[config.mk]
export PLATFORM = sky130hd
export DESIGN_NAME = bvs_shifter
export DESIGN_NICKNAME = d
export VERILOG_FILES = /design/src/hw/bvs_pkg.sv /design/src/hw/bvs_sync2.sv /design/src/hw/bvs_shifter.sv
export SDC_FILE = /design/constraint.sdc
export NUM_CORES = 1
export LEC_CHECK = 0
export BUFFER_PORTS_ARGS = -buffer_cell sky130_fd_sc_hd__buf_2
export CAP_MARGIN = 10
export CORE_ASPECT_RATIO = 1.4
export CORE_UTILIZATION = 35
export CTS_CLUSTER_SIZE = 8
export DETAILED_ROUTE_END_ITERATION = 12
export PLACE_DENSITY = 0.59
export SLEW_MARGIN = 40
export SYNTH_ARGS = -nofsm -noshare
export SYNTH_HDL_FRONTEND = slang
export SYNTH_SLANG_ARGS = --single-unit
[constraint.sdc]
create_clock -name pclk -period 2.9 [get_ports pclk]
set_input_delay 0.29 -clock pclk [delete_from_list [all_inputs] [get_ports pclk]]
set_output_delay 0.29 -clock pclk [all_outputs]
set_load 0.02 [all_outputs]
[src/hw/bvs_pkg.sv]
// package of constants and types for the bitplane video shifter
package bvs_pkg;

  // ----------------------------------------
  // register map (byte addresses)
  // ----------------------------------------
  localparam int ADDR_W = 12;
  localparam logic [11:0] OFS_PAL0 = 12'h000;  // entries 0..15, one word each
  localparam logic [11:0] OFS_MODE = 12'h040;  // resolution select
  localparam logic [11:0] OFS_SYNC = 12'h044;  // sync source select
  localparam logic [11:0] OFS_STAT = 12'h048;  // read-only status

  // ----------------------------------------
  // field layout and reset values
  // ----------------------------------------
  localparam int PAL_RED_LSB = 8;
  localparam int PAL_GRN_LSB = 4;
  localparam int PAL_BLU_LSB = 0;
  localparam logic [11:0] PAL_RESET = 12'h000;
  localparam int SYNC_EXT_BIT = 0;
  localparam logic [1:0] RES_LOW = 2'h0;  // 320x200, four planes
  localparam logic [1:0] RES_MED = 2'h1;  // 640x200, two planes
  localparam logic [1:0] RES_HIGH = 2'h2;  // 640x400, one plane
  localparam logic [1:0] MODE_RESET = 2'h0;
  localparam logic [4:0] PIX_PER_WORD = 5'h10;

  // shifter run state, one-hot
  typedef enum logic [1:0] {
    BVS_IDLE = 2'b01,
    BVS_RUN = 2'b10
  } bvs_run_t;

endpackage : bvs_pkg

[src/hw/bvs_sync2.sv]
// two-stage synchroniser for pins entering the pixel clock domain
`timescale 1ns/1ps
module bvs_sync2 import bvs_pkg::*; #(
  parameter int W = 1
) (
  // clock, reset, enable
  input wire logic pclk,
  input wire logic presetn,
  input wire logic ce,
  // asynchronous levels in, synchronised levels out
  input wire logic [W-1:0] d,
  output logic [W-1:0] q
);

  // ----------------------------------------
  // state
  // ----------------------------------------
  typedef struct packed {
    logic [W-1:0] s1;  // metastable stage, read only by s2
    logic [W-1:0] s2;  // settled stage
  } bvs_sync_t;

  bvs_sync_t r;
  bvs_sync_t next_r;

  // next-state: shift the pins through both stages
  always_comb begin
    next_r = r;
    next_r.s1 = d;
    next_r.s2 = r.s1;
  end

  // registers, frozen while ce is low
  always_ff @(posedge pclk or negedge presetn) begin
    if (!presetn) begin
      r <= '0;
    end else if (ce) begin
      r <= next_r;
    end
  end

  assign q = r.s2;

endmodule : bvs_sync2

[src/hw/bvs_shifter.sv]
// bitplane video shifter: palette, plane shifter, sync routing, apb slave
//
// Added by the designer: the placing of the registers and the APB interface to the registers.
`timescale 1ns/1ps
module bvs_shifter import bvs_pkg::*; (
  // clock, reset, enable
  input wire logic pclk,
  input wire logic presetn,
  input wire logic ce,
  // apb slave
  input wire logic psel,
  input wire logic penable,
  input wire logic pwrite,
  input wire logic [ADDR_W-1:0] paddr,
  input wire logic [31:0] pwdata,
  output logic [31:0] prdata,
  output logic pready,
  output logic pslverr,
  // memory controller side
  input wire logic shift_load_strobe,
  input wire logic [15:0] load_data,
  input wire logic palette_select,
  // timing unit side
  input wire logic display_window_active,
  input wire logic blank,
  input wire logic pixel_tick,
  input wire logic vsync_in,
  input wire logic hsync_in,
  // monitor connector pins
  input wire logic mono_monitor_sense,
  input wire logic ext_vsync,
  input wire logic ext_hsync,
  // video outputs
  output logic [3:0] red,
  output logic [3:0] green,
  output logic [3:0] blue,
  output logic mono_out,
  output logic mon_vsync,
  output logic mon_hsync,
  output logic rf_vsync,
  output logic rf_hsync
);

  // ----------------------------------------
  // helper functions
  // ----------------------------------------

  // planes fetched per sixteen pixels
  function automatic logic [2:0] plane_count(input logic [1:0] res, input logic mono);
    logic [2:0] n;
    n = 3'h1;
    if (!mono && res == RES_LOW) begin
      n = 3'h4;
    end else if (!mono && res == RES_MED) begin
      n = 3'h2;
    end
    return n;
  endfunction : plane_count

  // keep only the index bits of the active planes
  function automatic logic [3:0] pix_index(input logic [3:0] bits, input logic [2:0] np);
    logic [3:0] i;
    i = {3'h0, bits[0]};
    if (np == 3'h4) begin
      i = bits;
    end else if (np == 3'h2) begin
      i = {2'h0, bits[1:0]};
    end
    return i;
  endfunction : pix_index

  // ----------------------------------------
  // state
  // ----------------------------------------
  typedef struct packed {
    logic [15:0][11:0] pal;  // palette, {red, green, blue}
    logic [1:0] res;  // resolution select
    logic ext_sync;  // external sync source
    logic [3:0][15:0] stage;  // words collected for the next group
    logic [1:0] ld_cnt;  // plane slot of the next load
    logic stage_full;  // a whole group waits in stage
    logic [3:0][15:0] shf;  // words being shifted out
    logic [4:0] pix_left;  // pixels left in shf
    bvs_run_t st;  // shifter state
    logic [3:0] red;
    logic [3:0] green;
    logic [3:0] blue;
    logic mono;
    logic vs;
    logic hs;
    logic [31:0] prdata;  // captured in the setup phase
    logic perr;  // unmapped address seen in setup
  } bvs_state_t;

  bvs_state_t r;
  bvs_state_t next_r;

  // synchronised pins
  logic [2:0] sync_q;
  logic sense_s;
  logic ext_vs_s;
  logic ext_hs_s;

  // decode helpers
  logic pal_hit;
  logic wr_en;
  logic mono_act;
  logic [2:0] np;
  logic [3:0] idx;
  logic [11:0] pix_col;
  logic load_ok;
  logic last_pix;
  logic xfer;

  // ----------------------------------------
  // pin synchronisers
  // ----------------------------------------
  bvs_sync2 #(.W(3)) u_sync (
    .pclk(pclk),
    .presetn(presetn),
    .ce(ce),
    .d({mono_monitor_sense, ext_vsync, ext_hsync}),
    .q(sync_q)
  );

  assign sense_s = sync_q[2];
  assign ext_vs_s = sync_q[1];
  assign ext_hs_s = sync_q[0];

  // ----------------------------------------
  // combinational decode
  // ----------------------------------------
  assign mono_act = (r.res == RES_HIGH) || !sense_s;
  assign np = plane_count(r.res, mono_act);
  // first loaded plane sits in shf[0], the index lsb
  assign idx = pix_index({r.shf[3][0], r.shf[2][0], r.shf[1][0], r.shf[0][0]}, np);
  // idx is masked to the active planes, so medium never reaches entry four
  assign pix_col = r.pal[idx];
  assign pal_hit = (paddr[11:6] == OFS_PAL0[11:6]) && (paddr[1:0] == 2'h0);
  assign wr_en = psel && penable && pwrite && !r.perr;
  // no back-pressure: a source that outruns the pixels overwrites the stage
  assign load_ok = shift_load_strobe && display_window_active;
  assign last_pix = pixel_tick && (r.st == BVS_RUN) && (r.pix_left == 5'h01);
  assign xfer = r.stage_full && ((r.st == BVS_IDLE) || last_pix);

  // ----------------------------------------
  // next-state logic
  // ----------------------------------------
  always_comb begin
    next_r = r;

    // setup phase: capture read data and address check
    if (psel && !penable) begin
      next_r.perr = 1'b1;
      next_r.prdata = 32'h0;
      if (pal_hit) begin
        next_r.perr = 1'b0;
        next_r.prdata = {20'h0, r.pal[paddr[5:2]]};
      end else if (paddr == OFS_MODE) begin
        next_r.perr = 1'b0;
        next_r.prdata = {30'h0, r.res};
      end else if (paddr == OFS_SYNC) begin
        next_r.perr = 1'b0;
        next_r.prdata = {31'h0, r.ext_sync};
      end else if (paddr == OFS_STAT) begin
        next_r.perr = 1'b0;
        next_r.prdata = {28'h0, r.st == BVS_RUN, r.stage_full, mono_act, sense_s};
      end
    end

    // access phase: writes land here, palette needs its select
    if (wr_en) begin
      if (pal_hit && palette_select) begin
        next_r.pal[paddr[5:2]] = pwdata[11:0];
      end else if (paddr == OFS_MODE) begin
        next_r.res = pwdata[1:0];
      end else if (paddr == OFS_SYNC) begin
        next_r.ext_sync = pwdata[SYNC_EXT_BIT];
      end
    end

    // shift one pixel out on each tick
    // shifting goes on under blank, so the group pace stays tied to the ticks
    if (pixel_tick && r.st == BVS_RUN) begin
      for (int p = 0; p < 4; p++) begin
        next_r.shf[p] = {1'b0, r.shf[p][15:1]};
      end
      next_r.pix_left = r.pix_left - 5'h01;
      if (r.pix_left == 5'h01) begin
        next_r.st = BVS_IDLE;
      end
    end

    // hand a complete group to the shifter
    if (xfer) begin
      next_r.shf = r.stage;
      next_r.pix_left = PIX_PER_WORD;
      next_r.st = BVS_RUN;
      next_r.stage_full = 1'b0;
    end

    // collect plane words; a completing load beats the hand-over clear
    if (load_ok) begin
      next_r.stage[r.ld_cnt] = load_data;
      if (r.ld_cnt == 2'(np - 3'h1)) begin
        next_r.ld_cnt = 2'h0;
        next_r.stage_full = 1'b1;
      end else begin
        next_r.ld_cnt = r.ld_cnt + 2'h1;
      end
    end

    // pixel colour, looked up from the palette as it stands now
    if (pixel_tick && r.st == BVS_RUN) begin
      if (mono_act) begin
        next_r.mono = r.shf[0][0] ^ r.pal[0][0];
        next_r.red = 4'h0;
        next_r.green = 4'h0;
        next_r.blue = 4'h0;
      end else begin
        next_r.mono = 1'b0;
        next_r.red = pix_col[PAL_RED_LSB +: 4];
        next_r.green = pix_col[PAL_GRN_LSB +: 4];
        next_r.blue = pix_col[PAL_BLU_LSB +: 4];
      end
    end

    // blanking wins over any pixel
    if (blank) begin
      next_r.red = 4'h0;
      next_r.green = 4'h0;
      next_r.blue = 4'h0;
      next_r.mono = 1'b0;
    end

    // sync source select
    next_r.vs = r.ext_sync ? ext_vs_s : vsync_in;
    next_r.hs = r.ext_sync ? ext_hs_s : hsync_in;
  end

  // ----------------------------------------
  // state register
  // ----------------------------------------
  // whole state frozen while ce is low, the synchronisers included
  always_ff @(posedge pclk or negedge presetn) begin
    if (!presetn) begin
      r <= '0;
      r.pal <= {16{PAL_RESET}};
      r.res <= MODE_RESET;
      r.st <= BVS_IDLE;
    end else if (ce) begin
      r <= next_r;
    end
  end

  // ----------------------------------------
  // outputs
  // ----------------------------------------
  // zero-wait slave: access phase always completes at once
  assign pready = 1'b1;
  assign pslverr = psel && penable && r.perr;
  assign prdata = r.prdata;
  assign red = r.red;
  assign green = r.green;
  assign blue = r.blue;
  assign mono_out = r.mono;
  // same registered sync on both connectors keeps them aligned
  assign mon_vsync = r.vs;
  assign mon_hsync = r.hs;
  assign rf_vsync = r.vs;
  assign rf_hsync = r.hs;
endmodule : bvs_shifter

# ---- Word level (Yosys, flattened, before mapping)
# Index checks and enable logic that the tools add are counted.
dict set report classes {
  add_sub_neg 3
  n_mux 29
  n_eq_ne 11
  n_lt_le_gt_ge 5
  n_reduce_logical 35
  n_bitwise 3
}
# cell n
set ops {}
lappend ops {{bitwise mux 192 bit} 1}
lappend ops {{binary-select mux 12 bit (select 4 bit)} 2}
lappend ops {{two-way mux 72 bit} 1}
lappend ops {{two-way mux 71 bit} 1}
lappend ops {{bitwise mux 64 bit} 1}
lappend ops {{two-way mux 13 bit} 4}
lappend ops {{demux 12 bit (select 4 bit)} 1}
lappend ops {{== test 12 x 7 -> 1 bit, second input constant} 3}
lappend ops {{two-way mux 12 bit} 3}
lappend ops {{demux 16 bit (select 2 bit)} 1}
lappend ops {{two-way mux 16 bit} 1}
lappend ops {{logical AND 1 bit} 15}
lappend ops {{two-way mux 5 bit} 3}
lappend ops {{< comparator 4 x 5 -> 1 bit, second input constant} 2}
lappend ops {{two-way mux 2 bit} 4}
lappend ops {{AND reduction 2 bit} 4}
lappend ops {{logical NOT 6 bit} 1}
lappend ops {{AND reduction 3 bit} 2}
lappend ops {{nonzero test 2 bit} 3}
lappend ops {{== test 5 x 1 -> 1 bit, second input constant} 1}
lappend ops {{AND reduction 5 bit} 1}
lappend ops {{subtractor 5 x 1 -> 5 bit, second input constant} 1}
lappend ops {{== test 2 x 1 -> 1 bit, second input constant} 2}
lappend ops {{== test 2 bit, second input constant} 2}
lappend ops {{other kinds (17)} 26}
dict set report totals {
  regBits 387
  elab_cells 126
  output_inout_bits 51
}

# ---- Logic depth before layout (Yosys ltp)
# Gate-level depths: netlist of the first run.
dict set report logic_depth {
  ltp_word 14
  ltp_mapped 8
  depth_no_buf 7
}

# ---- Cells and area by module
# From an unflattened synthesis of the first run, not the netlist that was laid out.
dict set report hier_totals {
  cells_unflattened 1426
  area_unflattened_um2 18425.2
}
# mod area_per_inst_um2 n_inst cells_each
set by_module_without_submodules {}
lappend by_module_without_submodules {bvs_shifter 18173.7 1 1413}
lappend by_module_without_submodules {bvs_sync2 251.5 1 13}

# ---- Least setup slack after synthesis of the first run
# Ideal clock, no wire load.
dict set report synth_path {
  path_kind {input -> register}
  startpoint {in paddr[11]}
  endpoint {reg r[334] (netlist name)}
  setup_ns 0.125
  slack_ns 0.643
  cell_stages 7
  path_buffers 2
  t_arrival_ns 2.132
  path_cell_list {or4_4 > nor3_4 > nand4_4 > buf_6 > nor3_4 > buf_6 > mux2_2}
}
dict set report synth_via {
  elab_chain_len 4
}
# element line_no
set synth_lines {}
lappend synth_lines {{start: declaration} bvs_shifter.sv:14} ;# input wire logic [ADDR_W-1:0] paddr,
lappend synth_lines {{logical NOT 6 bit} bvs_shifter.sv:139} ;# assign pal_hit = (paddr[11:6] == OFS_PAL0[11:6]) && (paddr[1:0] == 2'h0);
lappend synth_lines {{logical AND 1 bit} bvs_shifter.sv:139}
lappend synth_lines {{logical AND 1 bit} bvs_shifter.sv:173} ;# if (pal_hit && palette_select) begin
lappend synth_lines {{AND reduction 3 bit (no line)} -}
lappend synth_lines {{end signal: assignment} bvs_shifter.sv:252} ;# r <= next_r;
lappend synth_lines {{end: declaration} bvs_shifter.sv:95} ;# bvs_state_t r;
# No other way between the ends.
# A chain may end at the register's enable or synchronous reset.

# ---- Worst setup path in the final report of the first run
dict set report layout_path {
  startpoint {reg r[51] (netlist name)}
  endpoint {reg r[80] (netlist name)}
}
dict set report layout_via {
  elab_chain_len 6
  elab_cells_between_ends 7
}
# element line_no
set layout_lines {}
lappend layout_lines {{== test 5 x 1 -> 1 bit (*)} bvs_shifter.sv:143} ;# assign last_pix = pixel_tick && (r.st == BVS_RUN) && (r.pix_left == 5'h01);
lappend layout_lines {{logical AND 1 bit (*)} bvs_shifter.sv:143}
lappend layout_lines {{logical OR 1 bit (*)} bvs_shifter.sv:144} ;# assign xfer = r.stage_full && ((r.st == BVS_IDLE) || last_pix);
lappend layout_lines {{logical AND 1 bit (*)} bvs_shifter.sv:144}
lappend layout_lines {{nonzero test 2 bit (no line)} -}
lappend layout_lines {{AND reduction 2 bit (no line)} -}
# Every way passes the cells marked *; elsewhere a longest branch is shown, timed or not.

==> flow_metrics.py, run 1 <==
metrics = {
    "outcome": {
        "status": "completed",
    },
    "synthesis": {
        "synth_xor_area_share_pct": 0.236,
        "synth_adder_area_share_pct": 0.404,
        "async_flop_share_pct": 100,
        "postSynthCellCount": 1479,
        "muxShareOfSynthArea_pct": 28.2,
        "synth-seq-cells": 367,
        "netlist_area_um2": 18600,
        "synth_edf_count": 0,
        "syn_area_per_cell_um2": 12.6,
        "synth-compound-area-share_pct": 8.53,
        "ys_seq_area_share_pct": 49.4,
        "synth-main-ff-cell": "dfrtp_1",
        "yosys.area_share.simple_pct": 8.12,
        "synth_cell_types": 56,
        "synth_top_family_by_area": "multiplexers",
        "yosys_warnings": 0,
    },
    "sta": {
        "setup_tns_ns": 0,
        "timing.final.crit_period_ns": 2.54,
        "drv_slew": 0,
        "clock.fmax_mhz": 393,
        "max_slew.worst_pin.slew_ns": 0.766,
        "setup_viol": 0,
        "finalCritPeriodShare_pct": 87.7,
        "clock_skew_ns": 0.0510,
        "relSlewSlack_pct": 48.9,
        "rsz0062_at_grt": "false",
        "setup_ws_ns": 0.356,
        "hold_violations": 0,
    },
    "detailed_routing": {
        "dr_total_vias": 12300,
        "firstDrtPassIters": 5,
        "ant_nets": 0,
        "met3_length_um": 1990,
        "wirelength_um": 47100,
        "viasPerCell": 5.40,
        "wl_met1_um": 19300,
        "drt-initial-drc-count": 555,
        "met2_length_um": 24200,
        "route.detailed.drc": 0,
        "routed.top_layer": "met5",
        "wl_per_cell_um": 20.7,
    },
    "placement": {
        "placement.io_buffers": 85,
        "dp_hpwl_um": 31200,
        "gp_congestion": 0.820,
        "placed_area_um2": 19800,
        "place_ws_ns": 0.233,
        "placed_cells": 2196,
    },
    "worst_hold_path": {
        "hold_end": "mon_vsync",
        "worstHoldPathCells": 3,
        "hold_class": "input pin to flop",
        "hp-start": "vsync_in",
    },
    "floorplan": {
        "core_area_um2": 52300,
        "dieArea_um2": 54100,
        "die_h_um": 275,
        "std_cell_rows": 99,
        "ioPinCount": 127,
        "die_x_um": 197,
        "start_util_pct": 35.6,
    },
    "final_layout": {
        "design_area_um2": 21400,
        "n_fill_cell": 4924,
        "nets": 1646,
        "fin_cells": 2274,
        "n_antenna_cell": 0,
        "drive_gt1_share_pct": 35.4,
        "syn_to_final_growth_pct": 15.2,
    },
    "grt": {
        "grt_max_degree": 85,
        "antenna_found_initial": 1,
        "grt_pass1_wl_um": 74900,
        "grt_pass1_vias": 12900,
        "grt_use_total_pct": 17.8,
        "overflow": 0,
    },
    "flow_run": {
        "drv_cap": 0,
    },
    "clocking": {
        "cts_sinks": 367,
        "postCtsSetupBuffers": 0,
        "cts_max_level": 2,
        "clock-root-buffer": "clkbuf_16",
        "cts_buffers": 51,
        "worstSkewPairLatency_ns": 0.61,
        "cts.clk_slew.worst_paths_ns": 0.05,
        "cts_max_path_buffers": 3,
        "tritoncts": "built",
    },
    "setup_path": {
        "critPathKind": "flop to flop",
        "reg2reg_from": "r[51]",
        "cp-start-kind": "flop",
        "r2r_setup_slack_ns": 0.36,
        "regToRegEndpoint": "r[80]",
        "arrival_ns": 3.03,
        "cp.required_ns": 3.39,
        "reg2regPathDepth": 8,
        "end_kind": "flop",
        "worst-path-max-fanout": 20,
    },
    "power_and_ir_drop": {
        "p_leak_nw": 9.94,
        "vdd_drop_max_mv": 0.579,
        "power_mw": 12.2,
        "power.density_nw_per_um2": 571,
    },
}
[power breakdown]
part | switching [mW] | internal [mW] | total (mW) | leakage, nW
Clock | 2.19 | 3.11 | 5.30 | 0.665
Combinational | 0.509 | 0.534 | 1.04 | 4.30
Sequential | 0.263 | 5.61 | 5.87 | 4.98
[what timing repair did]
action                    4_1_cts  5_1_grt
gates resized for setup         0        0
hold endpoints to repair      145        0
hold buffers                   22        0
[cell usage in the layout, fill, tap and decap left out, drive strengths merged, types with 17 or more instances in the layout]
cell	n
nor3	30
mux4	59
clkbuf	53
o21ai	75
buf	155
nor2b	28
a31oi	20
mux2i	91
mux2	266
dlygate4sd3	22
a211oi	46
dfrtp	366
nand3	17
nand2	103
nor2	38
conb	21
[worst max path at each step]
stage / slack, ns / from / to / depth (start not counted)
detailed placement: 0.23 / paddr[11] / r[266] / 8
global placement: 0.24 / paddr[11] / r[271] / 8
CTS: 0.32 / r[51] / r[64] / 8
global route: 0.14 / r[51] / r[65] / 8
floorplan: 0.64 / paddr[11] / r[334] / 7
finish: 0.36 / r[51] / r[80] / 8
[final cells by class]
| class | count | area [um^2] | area share (%) |
|---|---|---|---|
| clock buffers | 53 | 1280 | 6.00 |
| clock inverters | 3 | 90.1 | 0.421 |
| inverters | 12 | 45.0 | 0.210 |
| multi-input cells | 955 | 8600 | 40.2 |
| flip-flops and latches | 367 | 9190 | 42.9 |
| well taps | 707 | 885 | 4.13 |
| repair buffers | 177 | 1320 | 6.17 |
[per-layer routing]
layer,vias up,GRT usage [%]
met5,-,0
met3,99,2.65
met2,292,31.5
met4,2,7.43
li1,5553,-
met1,6326,21.5
[synth_stat cells (all sizes together), types with 17 or more instances]
| master | number | share of area (%) |
|---|---|---|
| dfrtp | 366 | 49 |
| mux2 | 266 | 16 |
| nand2 | 103 | 2.1 |
| mux2i | 91 | 4.9 |
| buf | 83 | 3.2 |
| clkbuf | 81 | 1.6 |
| o21ai | 75 | 2.0 |
| mux4 | 59 | 7.1 |
| a211oi | 46 | 1.9 |
| nor2 | 38 | 0.77 |
| nor3 | 30 | 1.5 |
| nor2b | 28 | 0.94 |
| a31oi | 20 | 0.67 |
| nand3 | 17 | 0.46 |
[critical path, stage by stage (launching register included)]
cell and delay [ns]:
dfrtp_1 0.39, inv_1 0.08, ha_1 0.13, or4b_2 0.61
o22ai_1 0.30, nand2_4 0.29, buf_4 0.28, mux2i_1 0.20
o21ai_0 0.12
[registers in the layout, indices dropped and copies added, names as in the netlist]
signal         cells
mon_vsync          1
mono_out           1
u_sync.q           3
mon_hsync          1
prdata            12
green              4
u_sync.next_r      3
r                334
blue               4
red                4
[kinds of logic (layout without fill, tap and decap cells)]
| family | count (synthesis) | count (layout) |
|---|---|---|
| compound gates | 234 | 234 |
| xor+xnor | 5 | 5 |
| fa+ha+maj | 6 | 6 |
| buf+inv | 176 | 245 |
| flops | 367 | 367 |
| mux | 416 | 416 |
| other cells | 2 | 21 |
| simple gates | 273 | 273 |
[through the flow]
| stage | utilization, % | hold WS (ns) |
|---|---|---|
| 6_report | 41.0 | 0.0319 |
| 5_1_grt | 41.0 | 0.0116 |
| 4_1_cts | 41.0 | 0.00429 |
| 3_5_place_dp | 37.9 | 0.358 |
| 3_3_place_gp | 37.9 | 0.341 |
| 2_1_floorplan | - | -0.00559 |
No activity file was read; power rests on OpenSTA's default activity.
==> inputs of run 2 (changes only) <==
--- a/config.mk
+++ b/config.mk
@@ -5,6 +5,7 @@
 export SDC_FILE = /design/constraint.sdc
 export NUM_CORES = 1
 export LEC_CHECK = 0
+export ABC_AREA = 1
 export BUFFER_PORTS_ARGS = -buffer_cell sky130_fd_sc_hd__buf_2
 export CAP_MARGIN = 10
 export CORE_ASPECT_RATIO = 1.4
==> flow_metrics.py, run 2 <==
metrics = {
    "outcome": {
        "status": "completed",
    },
    "final_layout": {
        "seqCellArea_um2": 9190,
        "syn_to_final_growth_pct": 12.9,
        "nets": 2888,
        "largest-register": "r",
        "multi_input_area_um2": 8760,
        "design_area_um2": 22500,
        "fin_cells": 3560,
        "fin_util_pct": 40.0,
        "layout_common_cells": "nand2_1 (1,104), dfrtp_1 (364), nand3_1 (319)",
        "layout_commonest_cell": "nand2_1",
        "n_fill_cell": 5859,
        "drive_gt1_share_pct": 9.81,
        "largest_reg_flops": 334,
    },
    "power_and_ir_drop": {
        "p_int_mw": 10.7,
        "vdd_drop_max_mv": 0.540,
        "seq_power_share_pct": 40.7,
        "switching_share_pct": 33.6,
        "p_leak_nw": 11.9,
        "netSwitchingPower_mw": 5.41,
        "power.density_nw_per_um2": 715,
        "clkPwrFrac_pct": 34.4,
        "power_mw": 16.1,
        "comb_power_share_pct": 24.9,
    },
    "setup_path": {
        "cp-start-kind": "flop",
        "r2r_setup_slack_ns": 0.50,
        "end_kind": "flop",
        "critPathBufInv": 1,
        "worst-path-max-fanout": 6,
        "regToRegEndpoint": "green[3]",
        "reg2reg_from": "u_sync.q[2]",
        "cpLargestDelayFamily": "simple AND/OR/NAND/NOR gates",
        "cp.required_ns": 3.37,
        "crit_top_cell": "nand2_1",
        "worstPathCellList": "inv_1, nor2_1, nand2_1, nor2_2, nand2_1, o21ai_0, nand2_1, nand3_1, nand2_1",
        "reg2regPathDepth": 9,
        "arrival_ns": 2.87,
        "critPathKind": "flop to flop",
        "critPathSlowestCell": "nor2_2",
        "slowest_delay_ns": 0.51,
    },
    "sta": {
        "drv_slew": 0,
        "setup_tns_ns": 0,
        "timing.final.crit_period_ns": 2.40,
        "hold_violations": 0,
        "clock_skew_ns": 0.0580,
        "max_slew.worst_pin.slew_ns": 0.745,
        "rsz0062_at_grt": "false",
        "setup_ws_ns": 0.501,
        "fin_hold_ws_ns": 0.0178,
        "relSlewSlack_pct": 50.3,
        "setup_viol": 0,
        "finalCritPeriodShare_pct": 82.7,
        "clock.fmax_mhz": 417,
    },
    "floorplan": {
        "ioPinCount": 127,
        "std_cell_rows": 103,
        "start_util_pct": 35.4,
        "die_x_um": 204,
        "dieArea_um2": 58000,
        "core_area_um2": 56300,
        "die_h_um": 285,
    },
    "synthesis": {
        "postSynthCellCount": 2773,
        "synth_cell_types": 35,
        "synth-main-ff-cell": "dfrtp_1",
        "yosys_warnings": 0,
        "synth_commonest_cells": "nand2_1 (1,107), dfrtp_1 (366), nand3_1 (319), nor2_1 (182), inv_1 (181)",
        "synth_most_common_cell": "nand2_1",
        "synth_top_area_share_pct": 45.9,
        "async_flop_share_pct": 100,
        "syn_area_per_cell_um2": 7.20,
        "netlist_area_um2": 20000,
        "yosysTopAreaCell": "dfrtp_1",
        "ys_seq_area_share_pct": 46.0,
        "synth_area_leaders": "dfrtp_1 (46%), nand2_1 (21%), nand3_1 (8.0%)",
        "synth_edf_count": 0,
        "synth-seq-cells": 367,
    },
    "detailed_routing": {
        "dr_total_vias": 18400,
        "wl_per_cell_um": 18.4,
        "route.detailed.drc": 0,
        "ant_nets": 0,
        "viasPerCell": 5.16,
        "wirelength_um": 65700,
        "firstDrtPassIters": 6,
        "drt-initial-drc-count": 1651,
    },
    "clocking": {
        "tritoncts": "built",
        "worstSkewPairLatency_ns": 0.61,
        "cts_buffers": 52,
        "cts.clk_slew.worst_paths_ns": 0.05,
        "cts_max_level": 2,
        "clock-root-buffer": "clkbuf_16",
        "post_cts_resized": 0,
        "cts_sinks": 367,
        "cts_max_path_buffers": 3,
    },
    "placement": {
        "dp_hpwl_um": 43300,
        "placed_cells": 3473,
        "place_ws_ns": 0.304,
        "placement.io_buffers": 85,
        "placed_area_um2": 21000,
        "gp_congestion": 0.969,
    },
    "grt": {
        "antenna_found_initial": 5,
        "grt_pass1_vias": 17900,
        "grt_pass1_wl_um": 102000,
        "overflow": 0,
        "grt_use_total_pct": 22.8,
        "grt_max_degree": 92,
    },
    "flow_run": {
        "drv_cap": 0,
    },
    "worst_hold_path": {
        "worstHoldPathCells": 3,
        "hold_class": "input pin to flop",
        "hp-start": "load_data[14]",
        "hold_end": "r[184]",
    },
}
-- run 2: changes by cell type in the layout (fill, tap and decap cells not counted), sizes merged, moves of 43 or more --
cell / before / now
nand2: 103 / 1118
nand3b: 4 / 61
o21ai: 75 / 178
inv: 12 / 188
mux4: 59 / 0
a211oi: 46 / 0
nand3: 17 / 319
a21oi: 15 / 58
mux2i: 91 / 0
nor2: 38 / 185
mux2: 266 / 0
-- run 2: worst max-delay path by stage --
stage	from	end	slack, ns	depth (start not counted)
after floorplan	r[48]	r[61]	1.33	9
after global placement	paddr[3]	prdata[9]	0.34	11
after detailed placement	paddr[3]	prdata[9]	0.30	11
after CTS	u_sync.q[2]	green[3]	0.55	9
after global routing	u_sync.q[2]	green[3]	0.43	9
final	u_sync.q[2]	green[3]	0.50	9
-- run 2: cell families (layout without fill, tap and decap cells) --
| family | after synthesis | after routing | share of synthesized area (%) |
|---|---|---|---|
| simple gates | 1704 | 1704 | 35.9 |
| fa+ha+maj | 6 | 6 | 0.376 |
| compound gates | 266 | 266 | 7.01 |
| other cells | 2 | 22 | 0.0376 |
| xor+xnor | 1 | 1 | 0.0439 |
| buf+inv | 427 | 459 | 10.7 |
| flops | 367 | 367 | 46.0 |
-- run 2: worst register-to-register path: cells and delay by family, from the launching register on --
kind,cells,cell delay [ns]
flops,1,0.38
buf+inv,1,0.07
simple gates,7,1.44
compound gates,1,0.38
-- run 2: power by group through the flow --
stage	clock, mW	combinational (mW)	sequential, mW
floorplan	0	2.98	6.44
global placement	0	3.88	6.59
detailed placement	0	3.98	6.63
CTS	5.66	4.02	6.55
global route	5.85	4.59	6.66
finish	5.53	4.01	6.56
-- run 2: repair_timing --
item                                   4_1_cts  5_1_grt
setup buffers                                0        0
hold buffers                                14        0
endpoints found under the hold margin       62        0
-- run 2: cell type report --
type,count,area share (%)
Multi-Input combinational cell,1998,38.9
Tap cell,735,4.08
Clock buffer,68,6.08
Sequential cell,367,40.8
Timing Repair Buffer,198,6.72
Antenna cell,1,0.0111
Clock inverter,4,0.316
Inverter,189,3.15
-- run 2: per-layer routing --
layer  part of all wire, %  wire length (um)  global-route usage [%]
met3                   6.5              4260                    3.38
met1                    39             25400                    27.1
met4                   6.1              3980                    13.3
met5                 0.053                35                       0
met2                    49             32000                    39.0
